### config.mk
export PLATFORM = sky130hd
export DESIGN_NAME = dcf_device_flat
export DESIGN_NICKNAME = d
export VERILOG_FILES = /design/src/dcf_pkg.sv /design/src/dcf_link_if.sv /design/src/dcf_chan_group.sv /design/src/dcf_device.sv /design/src/flat_wrapper.sv
export VERILOG_INCLUDE_DIRS = /design/src
export SDC_FILE = /design/constraint.sdc
export NUM_CORES = 2
export LEC_CHECK = 0
export BUFFER_PORTS_ARGS = -buffer_cell sky130_fd_sc_hd__buf_4
export CELL_PAD_IN_SITES_DETAIL_PLACEMENT = 0
export CELL_PAD_IN_SITES_GLOBAL_PLACEMENT = 1
export CORE_MARGIN = 2
export CORE_UTILIZATION = 24
export CTS_CLUSTER_DIAMETER = 100
export CTS_CLUSTER_SIZE = 14
export DETAILED_ROUTE_END_ITERATION = 10
export GPL_TIMING_DRIVEN = 0
export PLACE_DENSITY = 0.56
export SLEW_MARGIN = 20
export SYNTH_ARGS = -nofsm -noshare
export SYNTH_HDL_FRONTEND = slang
export SYNTH_HIERARCHICAL = 1
export SYNTH_SLANG_ARGS = --single-unit
### constraint.sdc
create_clock -name mclk_in -period 5.45 [get_ports mclk_in]
set_clock_uncertainty 0.15 [all_clocks]
set_input_delay 0.545 -clock mclk_in [delete_from_list [all_inputs] [get_ports mclk_in]]
set_output_delay 0.545 -clock mclk_in [all_outputs]
set_load 0.02 [all_outputs]
### src/dcf_params.svh
// Constants of the DAC control block and its host controller
`ifndef DCF_PARAMS_SVH
`define DCF_PARAMS_SVH

// Link field codes
`define DCF_DEST_SPECIAL 2'h0
`define DCF_DEST_B 2'h2
`define DCF_DEST_A 2'h3
`define DCF_CTRL_ADDR 5'h0C
`define DCF_MON_ADDR 5'h0D
`define DCF_PWRUP_ADDR 5'h0E
`define DCF_MON_OFF 6'h3F

// Control word bit positions
`define DCF_TG_LO 0
`define DCF_MON_EN 5
`define DCF_THERM_EN 6
`define DCF_REF_SRC 8
`define DCF_REF_LVL 10
`define DCF_CTRL_W 11

// Power-on brownout window
`define DCF_BROWNOUT_MS 10
`define DCF_CLK_KHZ 20000
`define DCF_BROWNOUT_CYC (`DCF_BROWNOUT_MS * `DCF_CLK_KHZ)

// Host register offsets
`define DCF_OFF_CMD 8'h00
`define DCF_OFF_ACT 8'h04
`define DCF_OFF_STAT 8'h08
`define DCF_OFF_IRQ_STAT 8'h0C
`define DCF_OFF_IRQ_CLR 8'h10
`define DCF_OFF_IRQ_EN 8'h14
`define DCF_IRQ_W 3

`endif

### src/dcf_pkg.sv
// Types shared by the DAC control block and its host controller
package dcf_pkg;
    typedef enum logic [0:0] {DCF_INIT, DCF_RUN} dcf_phase_t;
endpackage

### src/dcf_link_if.sv
// Link between the host controller and the DAC control block
`timescale 1ns/1ps
`default_nettype none
interface dcf_link_if;
    logic wr;
    logic dest_select_hi;
    logic dest_select_lo;
    logic [4:0] channel_address;
    logic [11:0] wdata;
    logic output_update_strobe;
    logic dev_reset;
    logic [11:0] monitor_output;
    logic monitor_oe;
    logic dev_ready;
    logic amp_on;

    modport dev (
        input wr, dest_select_hi, dest_select_lo, channel_address, wdata,
        input output_update_strobe, dev_reset,
        output monitor_output, monitor_oe, dev_ready, amp_on
    );
    modport host (
        output wr, dest_select_hi, dest_select_lo, channel_address, wdata,
        output output_update_strobe, dev_reset,
        input monitor_output, monitor_oe, dev_ready, amp_on
    );
endinterface
`default_nettype wire

### src/dcf_chan_group.sv
// One group of eight channels with A/B registers and toggle
`timescale 1ns/1ps
`default_nettype none
module dcf_chan_group #(
    parameter int W = 12,
    parameter int N = 8
) (
    // Clock and reset
    input wire logic mclk_in,
    input wire logic srst_in,
    // Writes
    input wire logic wr_a_in,
    input wire logic wr_b_in,
    input wire logic [$clog2(N)-1:0] idx_in,
    input wire logic [W-1:0] data_in,
    // Control
    input wire logic toggle_en_in,
    input wire logic update_in,
    // Output codes
    output logic [N*W-1:0] code_out
);
    typedef struct packed {
        logic [N-1:0][W-1:0] a;
        logic [N-1:0][W-1:0] b;
        logic [N-1:0][W-1:0] out;
        logic phase_b;
    } dcf_grp_t;

    dcf_grp_t s_r;
    dcf_grp_t s_nxt;

    always_comb begin
        s_nxt = s_r;
        if (wr_a_in) begin
            s_nxt.a[idx_in] = data_in;
        end
        if (wr_b_in && toggle_en_in) begin
            s_nxt.b[idx_in] = data_in;
        end
        if (!toggle_en_in) begin
            s_nxt.phase_b = 1'b0;
        end
        if (update_in) begin
            if (toggle_en_in && s_r.phase_b) begin
                s_nxt.out = s_r.b;
            end else begin
                s_nxt.out = s_r.a;
            end
            if (toggle_en_in) begin
                s_nxt.phase_b = ~s_r.phase_b;
            end
        end
        if (srst_in) begin
            s_nxt = '0;
        end
    end

    always_ff @(posedge mclk_in) begin
        s_r <= s_nxt;
    end

    assign code_out = s_r.out;
endmodule
`default_nettype wire

### src/dcf_device.sv
// DAC control block: control word, channels, monitor, thermal, init
//
// The address map and the APB interface to the registers were decided locally.
`timescale 1ns/1ps
`default_nettype none
`include "dcf_params.svh"
module dcf_device
    import dcf_pkg::*;
#(
    parameter int W = 12,
    parameter int CHANNELS = 32,
    parameter int GROUP = 8,
    parameter int unsigned BROWNOUT_CYCLES = `DCF_BROWNOUT_CYC
) (
    // Clock and reset
    input wire logic mclk_in,
    input wire logic srst_in,
    // Host link
    dcf_link_if.dev link,
    // Pins
    input wire logic over_temp_in,
    input wire logic fifo_enable_in,
    input wire logic par_select_in,
    // Analog-side controls
    output logic [CHANNELS*W-1:0] dac_code_out,
    output logic amp_enable_out,
    output logic ref_internal_out,
    output logic ref_level_out,
    output logic fifo_active_out
);
    localparam int GROUPS = CHANNELS / GROUP;
    localparam int GW = $clog2(GROUP);

    // -------------------------------------------------------------
    // State
    // -------------------------------------------------------------
    typedef struct packed {
        dcf_phase_t phase;
        logic [31:0] cnt;
        logic ot_s1;
        logic ot_s2;
        logic fe_s1;
        logic fe_s2;
        logic ps_s1;
        logic ps_s2;
        logic [`DCF_CTRL_W-1:0] ctrl;
        logic [5:0] mon_sel;
        logic amp_on;
        logic fifo_on;
        logic [W-1:0] mon;
        logic mon_oe;
        logic ready;
    } dcf_dev_t;

    dcf_dev_t s_r;
    dcf_dev_t s_nxt;

    logic [CHANNELS-1:0][W-1:0] codes;
    logic [1:0] dest;
    logic run_wr;
    logic special_function_write;
    logic wr_a;
    logic wr_b;
    logic grp_rst;
    logic over_temp;

    // -------------------------------------------------------------
    // Write decode
    // -------------------------------------------------------------
    assign dest = {link.dest_select_hi, link.dest_select_lo};
    assign run_wr = link.wr && (s_r.phase == DCF_RUN);
    assign special_function_write = run_wr
        && (dest == `DCF_DEST_SPECIAL);
    assign wr_a = run_wr && (dest == `DCF_DEST_A);
    assign wr_b = run_wr && (dest == `DCF_DEST_B);
    assign grp_rst = srst_in || link.dev_reset;
    assign over_temp = s_r.ot_s2;

    // -------------------------------------------------------------
    // Channel groups
    // -------------------------------------------------------------
    genvar g;
    generate
        for (g = 0; g < GROUPS; g++) begin : grp
            logic sel;
            assign sel = (link.channel_address[4:GW] == (5-GW)'(g));
            dcf_chan_group #(
                .W(W),
                .N(GROUP)
            ) u_grp (
                .mclk_in(mclk_in),
                .srst_in(grp_rst),
                .wr_a_in(wr_a && sel),
                .wr_b_in(wr_b && sel),
                .idx_in(link.channel_address[GW-1:0]),
                .data_in(link.wdata),
                .toggle_en_in(s_r.ctrl[`DCF_TG_LO + g]),
                .update_in(link.output_update_strobe),
                .code_out(codes[g*GROUP +: GROUP])
            );
        end
    endgenerate

    // -------------------------------------------------------------
    // Next state
    // -------------------------------------------------------------
    always_comb begin
        s_nxt = s_r;
        s_nxt.ot_s1 = over_temp_in;
        s_nxt.ot_s2 = s_r.ot_s1;
        s_nxt.fe_s1 = fifo_enable_in;
        s_nxt.fe_s2 = s_r.fe_s1;
        s_nxt.ps_s1 = par_select_in;
        s_nxt.ps_s2 = s_r.ps_s1;

        // Initialization and brownout window
        case (s_r.phase)
            DCF_INIT: begin
                s_nxt.cnt = s_r.cnt + 32'h0000_0001;
                if (s_r.cnt >= 32'(BROWNOUT_CYCLES - 1)) begin
                    s_nxt.phase = DCF_RUN;
                    s_nxt.ready = 1'b1;
                    s_nxt.fifo_on = s_r.fe_s2 && s_r.ps_s2;
                end
            end
            DCF_RUN: begin
                s_nxt.cnt = s_r.cnt;
            end
            default: begin
                s_nxt.phase = DCF_INIT;
            end
        endcase

        // Special function writes
        if (special_function_write) begin
            case (link.channel_address)
                `DCF_CTRL_ADDR: begin
                    s_nxt.ctrl = link.wdata[`DCF_CTRL_W-1:0];
                end
                `DCF_MON_ADDR: begin
                    if (s_r.ctrl[`DCF_MON_EN]) begin
                        s_nxt.mon_sel = link.wdata[5:0];
                    end
                end
                `DCF_PWRUP_ADDR: begin
                    if (!over_temp) begin
                        s_nxt.amp_on = 1'b1;
                    end
                end
                default: begin
                    s_nxt.mon_sel = s_nxt.mon_sel;
                end
            endcase
        end

        // Thermal guard
        if (!s_r.ctrl[`DCF_THERM_EN]) begin
            s_nxt.amp_on = 1'b1;
        end else if (over_temp) begin
            s_nxt.amp_on = 1'b0;
        end

        // Channel monitor
        if (s_r.ctrl[`DCF_MON_EN] && s_r.mon_sel != `DCF_MON_OFF
            && s_r.mon_sel < 6'(CHANNELS)) begin
            s_nxt.mon_oe = 1'b1;
            s_nxt.mon = codes[s_r.mon_sel[4:0]];
        end else begin
            s_nxt.mon_oe = 1'b0;
            s_nxt.mon = '0;
        end

        // Reset: external reference, all bits clear except monitor select (off) and amplifiers (on)
        if (grp_rst) begin
            s_nxt = '0;
            s_nxt.phase = DCF_INIT;
            s_nxt.mon_sel = `DCF_MON_OFF;
            s_nxt.amp_on = 1'b1;
        end
    end

    always_ff @(posedge mclk_in) begin
        s_r <= s_nxt;
    end

    // -------------------------------------------------------------
    // Outputs
    // -------------------------------------------------------------
    assign dac_code_out = codes;
    assign amp_enable_out = s_r.amp_on;
    assign ref_internal_out = s_r.ctrl[`DCF_REF_SRC];
    assign ref_level_out = s_r.ctrl[`DCF_REF_LVL];
    assign fifo_active_out = s_r.fifo_on;
    assign link.monitor_output = s_r.mon;
    assign link.monitor_oe = s_r.mon_oe;
    assign link.dev_ready = s_r.ready;
    assign link.amp_on = s_r.amp_on;
endmodule
`default_nettype wire

### src/flat_wrapper.sv
// flat-port wrapper written by rule: the top's interface ports become plain ports
module dcf_device_flat import dcf_pkg::*;
#(
    parameter int W = 12,
    parameter int CHANNELS = 32,
    parameter int GROUP = 8,
    parameter int unsigned BROWNOUT_CYCLES = `DCF_BROWNOUT_CYC
)
  (mclk_in, srst_in, over_temp_in, fifo_enable_in, par_select_in, dac_code_out, amp_enable_out, ref_internal_out, ref_level_out, fifo_active_out, link_wr, link_dest_select_hi, link_dest_select_lo, link_channel_address, link_wdata, link_output_update_strobe, link_dev_reset, link_monitor_output, link_monitor_oe, link_dev_ready, link_amp_on);
  dcf_link_if link_i ();
  input wire logic mclk_in;
  input wire logic srst_in;
  input wire logic over_temp_in;
  input wire logic fifo_enable_in;
  input wire logic par_select_in;
  output logic [CHANNELS*W-1:0] dac_code_out;
  output logic amp_enable_out;
  output logic ref_internal_out;
  output logic ref_level_out;
  output logic fifo_active_out;
  input wire logic [$bits(link_i.wr)-1:0] link_wr;
  input wire logic [$bits(link_i.dest_select_hi)-1:0] link_dest_select_hi;
  input wire logic [$bits(link_i.dest_select_lo)-1:0] link_dest_select_lo;
  input wire logic [$bits(link_i.channel_address)-1:0] link_channel_address;
  input wire logic [$bits(link_i.wdata)-1:0] link_wdata;
  input wire logic [$bits(link_i.output_update_strobe)-1:0] link_output_update_strobe;
  input wire logic [$bits(link_i.dev_reset)-1:0] link_dev_reset;
  output wire logic [$bits(link_i.monitor_output)-1:0] link_monitor_output;
  output wire logic [$bits(link_i.monitor_oe)-1:0] link_monitor_oe;
  output wire logic [$bits(link_i.dev_ready)-1:0] link_dev_ready;
  output wire logic [$bits(link_i.amp_on)-1:0] link_amp_on;
  assign link_i.wr = link_wr;
  assign link_i.dest_select_hi = link_dest_select_hi;
  assign link_i.dest_select_lo = link_dest_select_lo;
  assign link_i.channel_address = link_channel_address;
  assign link_i.wdata = link_wdata;
  assign link_i.output_update_strobe = link_output_update_strobe;
  assign link_i.dev_reset = link_dev_reset;
  assign link_monitor_output = link_i.monitor_output;
  assign link_monitor_oe = link_i.monitor_oe;
  assign link_dev_ready = link_i.dev_ready;
  assign link_amp_on = link_i.amp_on;
  dcf_device #(.W(W), .CHANNELS(CHANNELS), .GROUP(GROUP), .BROWNOUT_CYCLES(BROWNOUT_CYCLES)) u_core (.mclk_in(mclk_in), .srst_in(srst_in), .link(link_i), .over_temp_in(over_temp_in), .fifo_enable_in(fifo_enable_in), .par_select_in(par_select_in), .dac_code_out(dac_code_out), .amp_enable_out(amp_enable_out), .ref_internal_out(ref_internal_out), .ref_level_out(ref_level_out), .fifo_active_out(fifo_active_out));
endmodule
==> implementation parameters <==
Parameter                              Value

Run status
  Status    finished, final reports clean

Place
  IO buf count    425
  Number of placed instances, taps included    9660
  Placed wire-length estimate after detailed placement    190 mm
  Final weighted congestion in routability-driven placement    0.871

Global routing
  Global routing met1 resource utilization    0.295
  Global-route usage over all layers    0.213
  Largest net degree at the start of global routing    40
  Met2 routing resource usage after global routing    0.341
  Wire length of the first global-routing pass    352 mm
  GR Overflow Total    0
  Via count of the first global-routing pass    45200
  Global routing met3 resource utilization    0.0282
  Number of antenna violations at the first check in global routing    23
  Highest-utilization routing layer at the global route stage    met2

Hold path
  Min-Delay Path Depth    3
  Path category of the worst min-delay check    in -> reg

Routing
  Average wire per standard cell    26.2 microns
  Number of iterations in the first detailed-routing pass    9
  Total via count after detailed routing    47100
  Final routed DRC violation total    0
  Vias per Instance    4.81
  1st-iter DRT viols    4120
  Wire length after detailed routing    257 mm
  ANT nets after route    0

Synth
  Share of synthesized flip-flops with an asynchronous set or reset    0
  Post-synth net total    6250
  Warning count from the yosys run    6
  Cell type with the largest total area after synthesis    sky130_fd_sc_hd__dfxtp_1
  Synth Flop Type    sky130_fd_sc_hd__dfxtp_1
  Number of flip-flops and latches in the synthesized netlist    1225
  Top area cells in the synthesized netlist    sky130_fd_sc_hd__dfxtp_1, sky130_fd_sc_hd__nand2_1, sky130_fd_sc_hd__mux2i_1
  Number of synthesized flops with an enable pin    0
  Syn avg cell area    8.81 sq um
  Synthesized netlist cell count    6222
  Commonest cells in the synthesized netlist    sky130_fd_sc_hd__dfxtp_1, sky130_fd_sc_hd__nand2_1, sky130_fd_sc_hd__buf_4
  Share of synthesized area occupied by flip-flops and latches    0.447
  Post-synthesis instance area    54800 sq um
  Leading cell type by number of instances after synthesis    sky130_fd_sc_hd__dfxtp_1
  Number of distinct standard cells referenced by the synthesized netlist    49
  Post-synth top area share    0.447

Floorplan
  Die width    482 microns
  Die Footprint    232000 sq um
  Number of top-level pins    430
  Starting density of the core    0.241
  Die outline height    482 microns
  Row count    175
  Core box area    227000 sq um

Flow run
  Maximum Capacitance Violations    0

Clock tree
  Max clock buf depth    3
  Clock sinks    1225
  Number of cells upsized or downsized after cts    0
  TritonCTS clock tree    done
  Post CTS Setup Buffer Count    0
  Maximum level of the CTS H-tree    3
  Worst-Skew Late Latency    0.74 ns
  Cts-stage hold buffer count    5
  Root buf cell    sky130_fd_sc_hd__clkbuf_16
  Number of buffers inserted during clock tree synthesis    99
  Clock-pin slew on the worst setup and hold paths    0.07 ns

Setup path
  WP data required    5.83 ns
  Maximum net fanout on the critical path    10
  Arrival time at the worst endpoint    4.01 ns
  Register-to-Register Path Depth    6
  Type of origin of the critical path    flip-flop
  Classification of the worst setup path    reg -> reg
  Sort of element at the end of the critical path    flip-flop

Pwr
  Power density over the cells    270 nW/um^2
  Maximum resistive drop on vdd    0.000247 V
  Leakage power    24.1 nW

Final layout
  P&R area growth vs syn    17.9%
  Net total in the final layout    6785
  Fraction of final layout cells with drive strength greater than 1    0.195
  Non-filler cells, final    9785

Timing
  Tightest slew margin relative to the limit    0.169
  Hold violation total from the final report    0
  Min Tclk post-route    3.63 ns
  Number of pins exceeding their max-slew limit in the final report    0
  Final setup violation count    0
  Max Clk Rate    0.275 GHz
  Fraction of the cycle the final worst path needs    0.666
  Worst hold-check slack    0.0688 ns
  RSZ-0062 raised after global routing    false
  Setup total negative slack    0 ns
  Slew at the pin closest to its max-slew limit    1.25 ns
## critical path: stages, from the launching register on
cell and delay (ns):
sky130_fd_sc_hd__dfxtp_1 0.31, sky130_fd_sc_hd__buf_2 0.31, sky130_fd_sc_hd__clkbuf_1 0.75, sky130_fd_sc_hd__mux4_2 0.43, sky130_fd_sc_hd__mux4_2 0.25, sky130_fd_sc_hd__inv_1 0.25
sky130_fd_sc_hd__a221oi_1 0.96
## path summary, 6_finish.rpt
| check | to | slack [ns] | from |
|---|---|---|---|
| setup / recovery | u_core/link.monitor_output[0] | 1.82 | u_core/s_r[17] |
| hold / removal | u_core/ref_level_out | 0.07 | link_wdata[10] |
| setup reg to reg | u_core/link.monitor_output[0] | 1.82 | u_core/s_r[17] |
| hold reg to reg | u_core/amp_enable_out | 0.27 | u_core/s_r[28] |
## layout by cell type, fill, tap and decap left out, types with 9 or more instances in the layout
cell                        count
sky130_fd_sc_hd__nand3_1      403
sky130_fd_sc_hd__nand4b_1      13
sky130_fd_sc_hd__nand2b_1     434
sky130_fd_sc_hd__clkbuf_2      15
sky130_fd_sc_hd__dfxtp_1     1225
sky130_fd_sc_hd__and2_1        10
sky130_fd_sc_hd__a311oi_1     384
sky130_fd_sc_hd__buf_2        189
sky130_fd_sc_hd__clkbuf_16    102
sky130_fd_sc_hd__nand4bb_1     12
sky130_fd_sc_hd__mux2i_1      412
sky130_fd_sc_hd__nor3_1        11
sky130_fd_sc_hd__inv_1         19
sky130_fd_sc_hd__a21oi_1      392
sky130_fd_sc_hd__clkbuf_1     311
sky130_fd_sc_hd__nor4_1        11
sky130_fd_sc_hd__buf_1         45
sky130_fd_sc_hd__o221ai_1      12
sky130_fd_sc_hd__nand4_1        9
sky130_fd_sc_hd__nor2_1       435
sky130_fd_sc_hd__nor2b_1       10
sky130_fd_sc_hd__mux4_2       108
sky130_fd_sc_hd__buf_4        862
sky130_fd_sc_hd__a221oi_1      12
sky130_fd_sc_hd__xnor2_1       25
sky130_fd_sc_hd__and4b_1       13
sky130_fd_sc_hd__nand2_1     1194
sky130_fd_sc_hd__and4bb_2      12
## per-stage QoR
step	utilization	cell area, sq um	setup slack (ns)	power, mW
after floorplan	-	54800	3.00	10.0
after global placement	0.272	61800	0.687	10.7
after detailed placement	0.272	61900	1.58	10.7
after CTS	0.284	64600	2.00	17.6
after global routing	0.284	64600	1.93	18.0
final	0.284	64600	1.82	17.4
## logic make-up after synthesis
logic type               after synthesis  share of synthesized area
adder cells (fa/ha/maj)                1                   0.000228
XOR/XNOR                              30                    0.00479
AND/OR/NAND/NOR                     2616                      0.221
buffers and inverters               1021                      0.105
multiplexers                         520                      0.120
flip-flops                          1225                      0.447
AO/OA/AOI/OAI                        809                      0.102
## registers in the layout (all words and copies together) (netlist names)
signal,count
u_core/grp.u_grp/s_r,772
u_core/link.monitor_output,12
u_core/fifo_active_out,1
u_core/s_r,50
u_core/amp_enable_out,1
u_core/ref_internal_out,1
u_core/over_temp,1
u_core/grp.u_grp/code_out,384
u_core/ref_level_out,1
u_core/link.monitor_oe,1
u_core/link.dev_ready,1
## cell type report
cell class / instances / area, sq um
flip-flops and latches: 1225 / 24500
clock buffers: 105 / 2570
repair buffers: 434 / 3300
plain buffers: 1001 / 5700
fillers: 24300 / 163000
clock inverters: 9 / 118
inverters: 20 / 75.1
well taps: 3009 / 3760
multi-input cells: 3976 / 24500
diodes: 6 / 15.0
## power by group
| group | leakage [nW] | internal (mW) | total (mW) | switching, mW |
|---|---|---|---|---|
| Clock | 1.32 | 3.38 | 6.90 | 3.52 |
| Sequential | 9.90 | 9.03 | 9.11 | 0.0788 |
| Combinational | 12.9 | 0.461 | 1.41 | 0.954 |
## metal layers
layer	routed length, microns	part of all wire	up-vias
li1	-	-	22000
met1	117000	0.46	23200
met2	117000	0.46	1538
met3	13600	0.053	329
met4	8780	0.034	8
met5	59	0.00023	-
No activity file was read; power rests on OpenSTA's default activity.
